<file path="src/inc/ctt_pkg.sv">
// package: constants and carriers for the charger throttle and current registers
`default_nettype none
package ctt_pkg;
   // ----------------------------------------------------------------
   // clock
   // ----------------------------------------------------------------
   localparam int CLK_MHZ = 20;

   // ----------------------------------------------------------------
   // register offsets
   // ----------------------------------------------------------------
   localparam logic [7:0] OFS_THROT1_LO = 8'h06;
   localparam logic [7:0] OFS_THROT1_HI = 8'h07;
   localparam logic [7:0] OFS_CC_LO     = 8'h0A;
   localparam logic [7:0] OFS_CC_HI     = 8'h0B;
   localparam logic [7:0] OFS_CC_WORD   = 8'h14;
   localparam logic [7:0] OFS_THROT1    = 8'h3D;

   // ----------------------------------------------------------------
   // throttle_option1 fields
   // ----------------------------------------------------------------
   localparam int THR_LSB   = 10;
   localparam int THR_W     = 6;
   localparam int DEGL_LSB  = 8;
   localparam int RSVD_BIT  = 7;
   localparam int MASK_W    = 7;
   localparam int M_INDEP   = 6;
   localparam int M_CRIT    = 5;
   localparam int M_NOM     = 4;
   localparam int M_DCHG    = 3;
   localparam int M_SYSV    = 2;
   localparam int M_BATTERY_PRESENCE = 1;
   localparam int M_ADPGOOD = 0;
   localparam logic [15:0] THROT1_RST = 16'h8124;
   // sources kept in force with the adapter removed
   localparam logic [6:0] MASK_NO_ADAPTER = 7'h4C;
   localparam int THR_STEP_SHIFT = 9;

   // ----------------------------------------------------------------
   // charge current fields
   // ----------------------------------------------------------------
   localparam int CC_LSB   = 6;
   localparam int CC_W     = 7;
   localparam int CC_BAD_LSB = 13;
   localparam logic [15:0] CC_RST = 16'h0000;
   localparam int CC_STEP_MA   = 64;
   localparam int CLAMP_LOW_MA = 384;
   localparam int CLAMP_MID_MA = 2000;
   localparam logic [6:0] CODE_LOW = 7'(CLAMP_LOW_MA / CC_STEP_MA);
   localparam logic [6:0] CODE_MID = 7'(CLAMP_MID_MA / CC_STEP_MA);

   // ----------------------------------------------------------------
   // timing (ns, watchdog in ms, cycles derived)
   // ----------------------------------------------------------------
   localparam int T_100US_NS = 100_000;
   localparam int T_1MS_NS   = 1_000_000;
   localparam int T_1P6MS_NS = 1_600_000;
   localparam int T_6MS_NS   = 6_000_000;
   localparam int T_12MS_NS  = 12_000_000;
   localparam int WDT_MS     = 1000;
   localparam int CYC_100US  = T_100US_NS * CLK_MHZ / 1000;
   localparam int CYC_1MS    = T_1MS_NS * CLK_MHZ / 1000;
   localparam int CYC_1P6MS  = T_1P6MS_NS * CLK_MHZ / 1000;
   localparam int CYC_6MS    = T_6MS_NS * CLK_MHZ / 1000;
   localparam int CYC_12MS   = T_12MS_NS * CLK_MHZ / 1000;
   localparam int CYC_WDT    = WDT_MS * CLK_MHZ * 1000;
   localparam int TW         = 18;
   localparam int WDT_W      = 25;

   // ----------------------------------------------------------------
   // carriers
   // ----------------------------------------------------------------
   typedef struct packed {
      logic        valid;
      logic        write;
      logic [7:0]  addr;
      logic [15:0] wdata;
   } ctt_cmd_t;

   typedef struct packed {
      logic        adapter_present;
      logic        indep_comp_trip;
      logic        critical_input_current;
      logic        nominal_input_current;
      logic        system_voltage_low;
      logic        battery_presence;
      logic        adapter_good;
      logic [15:0] battery_current_monitor;
      logic        precharge;
      logic        single_cell;
      logic        below_battery_low_threshold;
      logic        below_minimum_system_level;
      logic        pulse_ext_en;
      logic        host_clear;
      logic [1:0]  pulse_width_sel;
   } ctt_mon_t;

   typedef enum logic [1:0] {
      HOT_IDLE  = 2'b00,
      HOT_HOLD  = 2'b01,
      HOT_LATCH = 2'b10
   } ctt_hot_t;
endpackage
`default_nettype wire

</file>
<file path="src/ctt_persist.sv">
// persistence filter: output rises once the level has held for target cycles
`default_nettype none
module ctt_persist #(
   parameter int W = 18
) (
   input  wire logic         clk_i,
   input  wire logic         rst_n_i,
   input  wire logic         level_i,
   input  wire logic [W-1:0] target_i,
   output var  logic         hit_o
);
   logic [W-1:0] count;

   always_ff @(posedge clk_i)
   begin
      if (!rst_n_i)
      begin
         count <= '0;
         hit_o <= 1'b0;
      end
      else if (!level_i)
      begin
         count <= '0;
         hit_o <= 1'b0;
      end
      else if (count + W'(1) >= target_i)
      begin
         hit_o <= 1'b1;
      end
      else
      begin
         count <= count + W'(1);
      end
   end

   // hit only while level stands
   a_persist_level : assert property (@(posedge clk_i) disable iff (!rst_n_i)
      hit_o |-> $past(level_i))
      else $error("persist output without level");
endmodule // ctt_persist
`default_nettype wire

</file>
<file path="src/ctt_regs.sv">
// throttle option and charge current register bank with throttle output
`default_nettype none
module ctt_regs #(
   parameter int CYC_1MS   = ctt_pkg::CYC_1MS,
   parameter int CYC_1P6MS = ctt_pkg::CYC_1P6MS,
   parameter int CYC_6MS   = ctt_pkg::CYC_6MS,
   parameter int CYC_12MS  = ctt_pkg::CYC_12MS,
   parameter int CYC_WDT   = ctt_pkg::CYC_WDT
) (
   input  wire logic              clk_i,
   input  wire logic              rst_n_i,
   input  wire ctt_pkg::ctt_cmd_t cmd_i,
   input  wire ctt_pkg::ctt_mon_t mon_i,
   output var  logic [15:0]       rd_data_o,
   output var  logic              rd_valid_o,
   output var  logic              processor_hot_n_o,
   output var  logic              discharge_trip_o,
   output var  logic [6:0]        charge_current_code_o,
   output var  logic              charge_enable_o
);
   localparam int TW = ctt_pkg::TW;
   localparam int WW = ctt_pkg::WDT_W;

   logic [15:0]       throttle_option1;
   logic [15:0]       charge_current_setting;
   logic [7:0]        cc_low_pending;
   logic              pending;
   logic [WW-1:0]     wdt_count;
   logic              over_thr;
   logic              dchg_hit;
   logic              pres_q;
   logic              good_q;
   ctt_pkg::ctt_hot_t hot_state;
   ctt_pkg::ctt_hot_t next_hot_state;
   logic [TW-1:0]     hot_count;
   logic [TW-1:0]     next_hot_count;
   logic [6:0]        mask_eff;
   logic              level_src;
   logic              edge_src;
   logic [6:0]        next_code;
   logic [15:0]       next_rd;

   // ----------------------------------------------------------------
   // decode helpers
   // ----------------------------------------------------------------
   function automatic logic is_wr(input ctt_pkg::ctt_cmd_t c, input logic [7:0] a);
      return c.valid && c.write && (c.addr == a);
   endfunction

   function automatic logic cc_valid(input logic [15:0] v);
      return v[15:ctt_pkg::CC_BAD_LSB] == 3'h0;
   endfunction

   function automatic logic [TW-1:0] degl_cycles(input logic [1:0] sel);
      unique case (sel)
         2'h0: return TW'(CYC_1P6MS);
         2'h1: return TW'(ctt_pkg::CYC_100US);
         2'h2: return TW'(CYC_6MS);
         2'h3: return TW'(CYC_12MS);
      endcase
   endfunction

   function automatic logic [TW-1:0] pulse_cycles(input logic [1:0] sel);
      unique case (sel)
         2'h0: return TW'(ctt_pkg::CYC_100US);
         2'h1: return TW'(CYC_1MS);
         2'h2: return TW'(CYC_12MS);
         2'h3: return TW'(CYC_6MS);
      endcase
   endfunction

   // ----------------------------------------------------------------
   // throttle option register
   // ----------------------------------------------------------------
   always_ff @(posedge clk_i)
   begin
      if (!rst_n_i)
      begin
         throttle_option1 <= ctt_pkg::THROT1_RST;
      end
      else if (is_wr(cmd_i, ctt_pkg::OFS_THROT1))
      begin
         throttle_option1 <= cmd_i.wdata & ~(16'h0001 << ctt_pkg::RSVD_BIT);
      end
      else if (is_wr(cmd_i, ctt_pkg::OFS_THROT1_LO))
      begin
         throttle_option1[7:0] <= {1'b0, cmd_i.wdata[6:0]};
      end
      else if (is_wr(cmd_i, ctt_pkg::OFS_THROT1_HI))
      begin
         throttle_option1[15:8] <= cmd_i.wdata[7:0];
      end
   end

   // ----------------------------------------------------------------
   // charge current register and two-byte sequence
   // ----------------------------------------------------------------
   always_ff @(posedge clk_i)
   begin
      if (!rst_n_i)
      begin
         charge_current_setting <= ctt_pkg::CC_RST;
      end
      // code kept in 64 mA steps
      else if (is_wr(cmd_i, ctt_pkg::OFS_CC_WORD) && cc_valid(cmd_i.wdata))
      begin
         charge_current_setting <= {cmd_i.wdata[15:6], 6'h00};
      end
      // update only when the pair completes
      else if (is_wr(cmd_i, ctt_pkg::OFS_CC_HI) && pending
               && cc_valid({cmd_i.wdata[7:0], cc_low_pending}))
      begin
         charge_current_setting <= {cmd_i.wdata[7:0], cc_low_pending[7:6], 6'h00};
      end
   end

   always_ff @(posedge clk_i)
   begin
      if (!rst_n_i)
      begin
         pending        <= 1'b0;
         cc_low_pending <= 8'h00;
      end
      else if (is_wr(cmd_i, ctt_pkg::OFS_CC_LO))
      begin
         pending        <= 1'b1;
         cc_low_pending <= cmd_i.wdata[7:0];
      end
      else if (pending && (wdt_count >= WW'(CYC_WDT - 1)))
      begin
         pending <= 1'b0;
      end
      // any other command ends the pair
      else if (cmd_i.valid)
      begin
         pending <= 1'b0;
      end
   end

   always_ff @(posedge clk_i)
   begin
      if (!rst_n_i || !pending || is_wr(cmd_i, ctt_pkg::OFS_CC_LO))
      begin
         wdt_count <= '0;
      end
      else
      begin
         wdt_count <= wdt_count + WW'(1);
      end
   end

   // ----------------------------------------------------------------
   // read port
   // ----------------------------------------------------------------
   always_comb
   begin
      unique case (cmd_i.addr)
         ctt_pkg::OFS_THROT1:    next_rd = throttle_option1;
         ctt_pkg::OFS_THROT1_LO: next_rd = {8'h00, throttle_option1[7:0]};
         ctt_pkg::OFS_THROT1_HI: next_rd = {8'h00, throttle_option1[15:8]};
         ctt_pkg::OFS_CC_WORD:   next_rd = charge_current_setting;
         ctt_pkg::OFS_CC_LO:     next_rd = {8'h00, charge_current_setting[7:0]};
         ctt_pkg::OFS_CC_HI:     next_rd = {8'h00, charge_current_setting[15:8]};
         default:                next_rd = 16'h0000;
      endcase
   end

   always_ff @(posedge clk_i)
   begin
      if (!rst_n_i)
      begin
         rd_data_o  <= 16'h0000;
         rd_valid_o <= 1'b0;
      end
      else
      begin
         rd_valid_o <= cmd_i.valid && !cmd_i.write;
         if (cmd_i.valid && !cmd_i.write)
         begin
            rd_data_o <= next_rd;
         end
      end
   end

   // ----------------------------------------------------------------
   // discharge comparator
   // ----------------------------------------------------------------
   // threshold in 512 mA steps
   assign over_thr = mon_i.battery_current_monitor >
      16'({throttle_option1[ctt_pkg::THR_LSB +: ctt_pkg::THR_W], 9'h000});

   ctt_persist #(
      .W (TW)
   ) u_dchg_persist (
      .clk_i    (clk_i),
      .rst_n_i  (rst_n_i),
      .level_i  (over_thr),
      .target_i (degl_cycles(throttle_option1[ctt_pkg::DEGL_LSB +: 2])),
      .hit_o    (dchg_hit)
   );

   always_ff @(posedge clk_i)
   begin
      if (!rst_n_i)
      begin
         discharge_trip_o <= 1'b0;
      end
      else
      begin
         discharge_trip_o <= dchg_hit;
      end
   end

   // ----------------------------------------------------------------
   // throttle sources
   // ----------------------------------------------------------------
   always_ff @(posedge clk_i)
   begin
      if (!rst_n_i)
      begin
         pres_q <= 1'b0;
         good_q <= 1'b1;
      end
      else
      begin
         pres_q <= mon_i.battery_presence;
         good_q <= mon_i.adapter_good;
      end
   end

   // adapter removal keeps only three sources
   assign mask_eff = throttle_option1[ctt_pkg::MASK_W-1:0]
                   & (mon_i.adapter_present ? 7'h7F : ctt_pkg::MASK_NO_ADAPTER);

   assign level_src = (mask_eff[ctt_pkg::M_INDEP] && mon_i.indep_comp_trip)
                    | (mask_eff[ctt_pkg::M_CRIT]  && mon_i.critical_input_current)
                    | (mask_eff[ctt_pkg::M_NOM]   && mon_i.nominal_input_current)
                    | (mask_eff[ctt_pkg::M_DCHG]  && dchg_hit)
                    | (mask_eff[ctt_pkg::M_SYSV]  && mon_i.system_voltage_low);

   assign edge_src = (mask_eff[ctt_pkg::M_BATTERY_PRESENCE] && mon_i.battery_presence && !pres_q)
                   | (mask_eff[ctt_pkg::M_ADPGOOD] && !mon_i.adapter_good && good_q);

   // ----------------------------------------------------------------
   // throttle output state
   // ----------------------------------------------------------------
   always_comb
   begin
      next_hot_state = hot_state;
      next_hot_count = (hot_count != '0) ? hot_count - TW'(1) : hot_count;
      unique case (hot_state)
         ctt_pkg::HOT_IDLE:
         begin
            if (level_src || edge_src)
            begin
               next_hot_state = mon_i.pulse_ext_en ? ctt_pkg::HOT_LATCH
                                                   : ctt_pkg::HOT_HOLD;
               next_hot_count = pulse_cycles(mon_i.pulse_width_sel) - TW'(1);
            end
         end
         ctt_pkg::HOT_HOLD:
         begin
            if (mon_i.pulse_ext_en)
            begin
               next_hot_state = ctt_pkg::HOT_LATCH;
            end
            else if (hot_count == '0 && !level_src && !edge_src)
            begin
               next_hot_state = ctt_pkg::HOT_IDLE;
            end
         end
         ctt_pkg::HOT_LATCH:
         begin
            if (mon_i.host_clear)
            begin
               next_hot_state = ctt_pkg::HOT_IDLE;
            end
         end
         default:
         begin
            next_hot_state = ctt_pkg::HOT_IDLE;
         end
      endcase
   end

   // hold low for width or until cleared
   always_ff @(posedge clk_i)
   begin
      if (!rst_n_i)
      begin
         hot_state         <= ctt_pkg::HOT_IDLE;
         hot_count         <= '0;
         processor_hot_n_o <= 1'b1;
      end
      else
      begin
         hot_state         <= next_hot_state;
         hot_count         <= next_hot_count;
         processor_hot_n_o <= (next_hot_state == ctt_pkg::HOT_IDLE);
      end
   end

   // ----------------------------------------------------------------
   // effective charge current
   // ----------------------------------------------------------------
   always_comb
   begin
      next_code = charge_current_setting[ctt_pkg::CC_LSB +: ctt_pkg::CC_W];
      if (mon_i.precharge && next_code > ctt_pkg::CODE_LOW)
      begin
         next_code = ctt_pkg::CODE_LOW;
      end
      // single cell clamps by battery level
      if (mon_i.single_cell && mon_i.below_battery_low_threshold
          && next_code > ctt_pkg::CODE_LOW)
      begin
         next_code = ctt_pkg::CODE_LOW;
      end
      else if (mon_i.single_cell && mon_i.below_minimum_system_level
               && next_code > ctt_pkg::CODE_MID)
      begin
         next_code = ctt_pkg::CODE_MID;
      end
   end

   always_ff @(posedge clk_i)
   begin
      if (!rst_n_i)
      begin
         charge_current_code_o <= 7'h00;
         charge_enable_o       <= 1'b0;
      end
      else
      begin
         charge_current_code_o <= next_code;
         charge_enable_o       <= (charge_current_setting != 16'h0000);
      end
   end

   // ----------------------------------------------------------------
   // checks
   // ----------------------------------------------------------------
   a_rsvd_bit_zero : assert property (@(posedge clk_i) disable iff (!rst_n_i)
      throttle_option1[ctt_pkg::RSVD_BIT] == 1'b0)
      else $error("reserved option bit set");

   a_cc_low_ignored : assert property (@(posedge clk_i) disable iff (!rst_n_i)
      charge_current_setting[5:0] == 6'h00)
      else $error("ignored charge bits stored");

   a_cc_invalid_keep : assert property (@(posedge clk_i) disable iff (!rst_n_i)
      is_wr(cmd_i, ctt_pkg::OFS_CC_WORD) && !cc_valid(cmd_i.wdata)
      |=> $stable(charge_current_setting))
      else $error("invalid charge write changed setting");

   a_orphan_high : assert property (@(posedge clk_i) disable iff (!rst_n_i)
      is_wr(cmd_i, ctt_pkg::OFS_CC_HI) && !pending
      |=> $stable(charge_current_setting))
      else $error("orphan high byte updated setting");

   a_pair_update : assert property (@(posedge clk_i) disable iff (!rst_n_i)
      is_wr(cmd_i, ctt_pkg::OFS_CC_HI) && pending && cmd_i.wdata[7:5] == 3'h0
      |=> charge_current_setting[15:6] == {$past(cmd_i.wdata[7:0]), $past(cc_low_pending[7:6])})
      else $error("byte pair not applied");

   a_mask_zero_quiet : assert property (@(posedge clk_i) disable iff (!rst_n_i)
      throttle_option1[6:0] == 7'h00 && processor_hot_n_o |=> processor_hot_n_o)
      else $error("throttle asserted with empty mask");

   a_precharge_clamp : assert property (@(posedge clk_i) disable iff (!rst_n_i)
      $past(mon_i.precharge) |-> charge_current_code_o <= ctt_pkg::CODE_LOW)
      else $error("pre-charge current not clamped");

   a_zero_disables : assert property (@(posedge clk_i) disable iff (!rst_n_i)
      charge_current_setting == 16'h0000 |=> !charge_enable_o)
      else $error("charging with zero setting");

   a_latch_holds : assert property (@(posedge clk_i) disable iff (!rst_n_i)
      hot_state == ctt_pkg::HOT_LATCH && !mon_i.host_clear |=> !processor_hot_n_o)
      else $error("extended throttle released early");
endmodule // ctt_regs
`default_nettype wire

</file>
<file path="config.mk">
export PLATFORM = sky130hd
export DESIGN_NAME = ctt_regs
export DESIGN_NICKNAME = d
export VERILOG_FILES = /design/src/inc/ctt_pkg.sv /design/src/ctt_persist.sv /design/src/ctt_regs.sv
export SDC_FILE = /design/constraint.sdc
export NUM_CORES = 1
export LEC_CHECK = 0
export BUFFER_PORTS_ARGS = -buffer_cell sky130_fd_sc_hd__buf_2
export CAP_MARGIN = 20
export CORE_MARGIN = 2
export CORE_UTILIZATION = 40
export DETAILED_ROUTE_END_ITERATION = 8
export PLACE_DENSITY_LB_ADDON = 0.05
export SLEW_MARGIN = 25
export SYNTH_ARGS = -nofsm -noshare
export SYNTH_HDL_FRONTEND = slang
export SYNTH_SLANG_ARGS = --single-unit
</file>
<file path="constraint.sdc">
create_clock -name clk_i -period 9.45 [get_ports clk_i]
set_clock_uncertainty 0.1 [all_clocks]
set_input_delay 0.945 -clock clk_i [delete_from_list [all_inputs] [get_ports clk_i]]
set_output_delay 0.945 -clock clk_i [all_outputs]
set_load 0.01 [all_outputs]
</file>
; ---- Yosys cells after proc, flatten, opt, wreduce, memory -nomap -nowiden
; Cells that the tools add are included.
; W data, S select, Z words.
[totals]
regBits = 127
in_bits = 59
output_inout_bits = 27
wordCells = 134
[classes]
addsub = 4
order_cmp = 6
eq_ne = 15
n_mux = 27
bitwise = 7
n_reduce_logical = 55
[op_table]
columns = operator, count
row1 = $pmux W18 S4, 2
row2 = $pmux W16 S6, 1
row3 = $mux W18, 5
row4 = $mux W16, 3
row5 = $sub A18 B1 Y18 const B, 2
row6 = $logic_and A1 B1 Y1, 28
row7 = $add A25 B1 Y25 const B, 1
row8 = $ge A25 B25 Y1 const B, 1
row9 = $add A18 B1 Y18 const B, 1
row10 = $ge A18 B18 Y1, 1
row11 = $logic_not A18 Y1, 1
row12 = $reduce_bool A18 Y1, 1
row13 = $eq A8 B3 Y1 const B, 2
row14 = $eq A8 B4 Y1 const B, 2
row15 = $gt A16 B15 Y1, 1
row16 = $mux W8, 2
row17 = $reduce_bool A16 Y1, 1
row18 = $gt A7 B3 Y1 const B, 2
row19 = $mux W7, 2
row20 = $eq A2 B2 Y1 const B, 5
row21 = $mux W2, 5
row22 = $eq A8 B5 Y1 const B, 1
row23 = $eq A8 B6 Y1 const B, 1
row24 = $logic_not A2 Y1, 4
row25 = other kinds (19), 39

; ---- Depth between registers and ports, before layout
[logic_depth]
word_depth = 14
ltp_mapped = 15

; ---- Modules after synthesis
; A second synthesis with hierarchy kept.
[unflattened]
cells_unflattened = 785
area_unflattened_um2 = 6662.6
[modules_own_cells]
columns = mod, n_inst, cells_each, area_per_inst_um2, seq_area_each_um2
row1 = ctt_regs, 1, 597, 5129.9, 2042.0
row2 = ctt_persist, 1, 188, 1532.7, 380.4

; ---- Worst setup path before layout
; Ideal clock, no wire load.
[synth_path]
path_type = reg2reg
from = register u_dchg_persist.count[2]
to = register u_dchg_persist.count[11]
setup_ns = 0.070
arrival_ns = 3.148
required_ns = 9.280
setup_slack_ns = 6.132
path_stages_with_launch = 16
path_buffers = 3
period_less_slack_ns = 3.318
cell_sequence = dfxtp_1 > buf_2 > nand4_2 > nor4_1 > and3_1 > nand3_1 > xnor2_1 > ha_1 > nand4_1 > nor4_1 > nand4bb_1 > nand4_1 > clkbuf_1 > clkbuf_1 > o21ai_0 > a21oi_1
[synth_between]
elab_chain_cells = 2
[synth_rtl]
columns = item, line_no
row1 = from (decl), ctt_persist.sv:12  ; logic [W-1:0] count;
row2 = from (signal assigned), ctt_persist.sv:32  ; count <= count + W'(1);
row3 = $add A18 B1 Y18 *, "ctt_persist.sv:26, ctt_persist.sv:32"
row4 = $ge A18 B18 Y1, ctt_persist.sv:26  ; else if (count + W'(1) >= target_i)
; Mark *: on every way between the ends. The rest lies on a longest branch, timed or not.
; A chain may end at the register's enable or synchronous reset.

; ---- Worst setup path after layout
[layout_path]
from = register u_dchg_persist.count[2]
to = register u_dchg_persist.count[7]
; The elaborated chain is that of the path after synthesis.

==> results.tsv <==
stage	metric	value	unit
setup_path	worstPathMaxFanout	22	
setup_path	reg2reg_slack	5090	ps
setup_path	cp.depth	13	
floorplan	die_x	130.2	um
setup_path	critPathRequiredTime	9690	ps
worst_hold_path	hp-class	reg -> reg	
clock_network	cts_resized	0	
setup_path	max_stage_delay	620	ps
synthesis	syn_nets	835	
clock_network	clk_latency	410	ps
floorplan	io_pins	86	
timing	fin_crit	4363	ps
synthesis	postSynthCellCount	743	
status	run_status	completed	
final_layout	diodes	0	
clock_network	cts_inserted_buffers	17	
setup_path	crit_start	u_dchg_persist.count[2]	
clock_network	clock_tree.root_cell	clkbuf_16	
final_layout	layout.nets	909	
final_layout	fill_cells	1545	
timing	timing.setup.tns	0	ps
setup_path	reg2reg_depth	13	
timing	setup_violations	0	
synthesis	yosysSeqAreaShare	0.3802	
global_route	grt_pass1_wl	26.26	mm
power_and_ir_drop	vdd_drop_max	0.1235	mV
timing	slew_headroom	0.3692	
detailed_routing	ant_nets	0	
global_route	antenna_found_initial	0	
setup_path	slowest_stage	nand4_1	
setup_path	r2r-end	u_dchg_persist.count[7]	
placement	gp_congestion	0.8482	
power_and_ir_drop	p_comb_frac	0.075	
power_and_ir_drop	p_int	935.2	uW
global_route	overflow	0	
detailed_routing	drc	0	
timing	finalCritPeriodShare	0.4617	
setup_path	critical_path_buf_inv_count	1	
clock_network	postCtsHoldBufs	0	
detailed_routing	first_pass_iters	5	
timing	rsz0062_at_grt	false	
setup_path	critical_path_arrival	4600	ps
setup_path	critPathLaunchType	flop	
setup_path	path_common_cell	nand4_1	
synthesis	synth-seq-cells	121	
setup_path	worstSetupEndpointType	flop	
timing	hold_violations	0	
synthesis	async_reset_ff_frac	0	
setup_path	path_class	reg -> reg	
final_layout	syn_to_final_growth	17.83	%
clock_network	cts_setup_buffers	0	
power_and_ir_drop	switching_share	0.2449	
clock_network	cts_sinks	121	
placement	placed_cells	1014	
synthesis	syn-cell-area	6371	um2
clock_network	cts_max_level	4	
synthesis	synth_cell_types	63	
synthesis	syn_area_per_cell	8.575	um2
placement	hpwl	11.95	mm
job	maxCapViolations	0	
floorplan	die-area	16950	um2
setup_path	crit_path_cell_trace	nand4_2 > nor4_1 > and3_1 > nand3_1 > xnor2_1 > ha_1 > nand4_1 > a211oi_1 > a221oi_1 > nand4_1 > buf_6 > or4_1 > a21oi_1	
setup_path	endpoint	u_dchg_persist.count[7]	
final_layout	stdcell_count	1046	
final_layout	drive_gt1_frac	0.1566	
power_and_ir_drop	p_leak	2.857	nW
floorplan	rows	46	
detailed_routing	wl_per_cell	15.47	um
detailed_routing	viasPerCell	5.381	
detailed_routing	routed_wl	16.18	mm
placement	port_buffers	85	
timing	slew_violations	0	
floorplan	start_util	0.4055	
synthesis	yosysWarningCount	0	
global_route	grt_max_degree	42	
power_and_ir_drop	seq_power_share	0.433	
power_and_ir_drop	power.switching	303.3	uW
power_and_ir_drop	power_density	165.0	nW/um2
floorplan	fp.dieH	130.2	um
global_route	track_usage	0.1976	
timing	tightest_slew	944.3	ps
floorplan	core_area	15710	um2
clock_network	clk_pin_slew	60	ps
clock_network	cts_max_path_buffers	2	
detailed_routing	vias	5629	
clock_network	cts_tree	yes	
synthesis	synth_ff_type	dfxtp_1	
timing	fmax	0.2292	GHz
synthesis	synth_edf_count	0	
detailed_routing	drt_iter0_drc	321	
global_route	grt_pass1_vias	5250	
setup_path	cpLargestDelayFamily	simple AND/OR/NAND/NOR gates	
power_and_ir_drop	clkPwrFrac	0.492	
setup_path	r2r-start	u_dchg_persist.count[2]	
-- worst min-delay path by stage --
stage	cells past startpoint	slack, ps	startpoint	endpoint
6_report	1	350	wdt_count[0]	wdt_count[0]
5_1_grt	1	380	wdt_count[0]	wdt_count[0]
4_1_cts	1	360	wdt_count[0]	wdt_count[0]
3_5_place_dp	1	350	wdt_count[0]	wdt_count[0]
3_3_place_gp	1	330	wdt_count[0]	wdt_count[0]
2_1_floorplan	1	320	wdt_count[0]	wdt_count[0]
-- Yosys cell counts, drive strengths merged (10+ instances only) --
cell	instances	area (um2)
o21ai	39	195.2
or3	18	112.6
nor3	18	90.09
ha	33	412.9
mux2i	25	250.2
nand4	12	81.33
nand2	58	220.2
or4	11	90.08
clkbuf	23	87.58
xor2	19	166.4
nand3	21	105.1
a211oi	17	127.6
xnor2	28	245.2
inv	30	112.6
dfxtp	121	2422
a21oi	41	205.2
nor4	13	81.33
and2	10	62.56
nor2	81	304.0
a22o	19	166.4
-- flip-flops by register name, indices dropped and copies added (netlist names), 2 cells and up --
signal / flops
rd_data_o: 16
hot_count: 18
charge_current_setting: 10
charge_current_code_o: 7
throttle_option1: 15
hot_state: 2
wdt_count: 25
cc_low_pending: 2
u_dchg_persist.count: 18
-- power groups by stage --
stage / Sequential, mW / Combinational (mW) / Clock [mW]
after detailed placement: 0.547 / 0.0925 / 0
after CTS: 0.536 / 0.0930 / 0.624
after floorplan: 0.544 / 0.0601 / 0
after global routing: 0.538 / 0.104 / 0.646
final: 0.536 / 0.0928 / 0.609
after global placement: 0.546 / 0.0910 / 0
-- metrics by stage --
step | hold slack (ps) | power (mW) | cell area (um2) | setup WS (ps) | util
3_5_place_dp | 353.6 | 0.6395 | 6945 | 5086 | 0.4420
6_report | 353.6 | 1.239 | 7507 | 5087 | 0.4778
2_1_floorplan | 317.5 | 0.6045 | 6371 | 6132 | -
3_3_place_gp | 329.3 | 0.6370 | 6934 | 4922 | 0.4413
4_1_cts | 361.1 | 1.253 | 7502 | 5054 | 0.4775
5_1_grt | 378.4 | 1.288 | 7507 | 4603 | 0.4778
-- per-layer routing --
metal,up-vias,GRT usage,wire (um)
li1,2856,-,-
met1,2624,0.2681,7965
met2,131,0.3080,7247
met3,18,0.04715,759
met4,0,0.06894,208
met5,-,0,0
-- kinds of logic after synthesis --
| kind of cell | after synthesis | share of synthesized area |
|---|---|---|
| AND/OR/NAND/NOR | 285 | 0.2309 |
| XOR/XNOR | 47 | 0.06461 |
| multiplexers | 26 | 0.04104 |
| buffers and inverters | 62 | 0.03967 |
| flip-flops | 121 | 0.3802 |
| AO/OA/AOI/OAI | 169 | 0.1787 |
| adder cells (fa/ha/maj) | 33 | 0.06481 |
-- placed cells by master, fill, tap and decap left out, drive strengths merged, types with 3 or more instances in the layout --
cell type  netlist  layout
and3             4       4
and4             4       4
buf              9      87
nor3b            4       4
a22oi            3       3
nor2            81      81
xor2            19      19
mux2i           25      25
a22o            19      19
clkinv           0       7
clkinvlp         0       3
ha              33      33
nor3            18      18
a222oi           6       6
a221oi           7       7
and2            10      10
or3             18      18
nand4           12      12
o21a             4       4
a31oi            5       5
nand2b           7       7
inv             30      31
or4             11      11
xnor2           28      28
dfxtp          121     121
a211oi          17      17
o211ai           9       9
nand4b           4       4
a21oi           41      41
clkbuf          23      20
o31ai            6       6
nand3           21      21
nor4            13      13
nor2b            9       9
o21ai           39      39
nand2           58      58
-- layout make-up --
cell class                      count  area [um2]  share of cell area
Timing Repair Buffer               87       444.2             0.05917
Clock inverter                     12       100.1             0.01333
Sequential cell                   121        2422              0.3227
Clock buffer                       20       456.7             0.06083
Multi-Input combinational cell    560        3701              0.4930
Tap cell                          216       270.3             0.03600
Inverter                           30       112.6             0.01500
(Power assumes the default switching activity.)
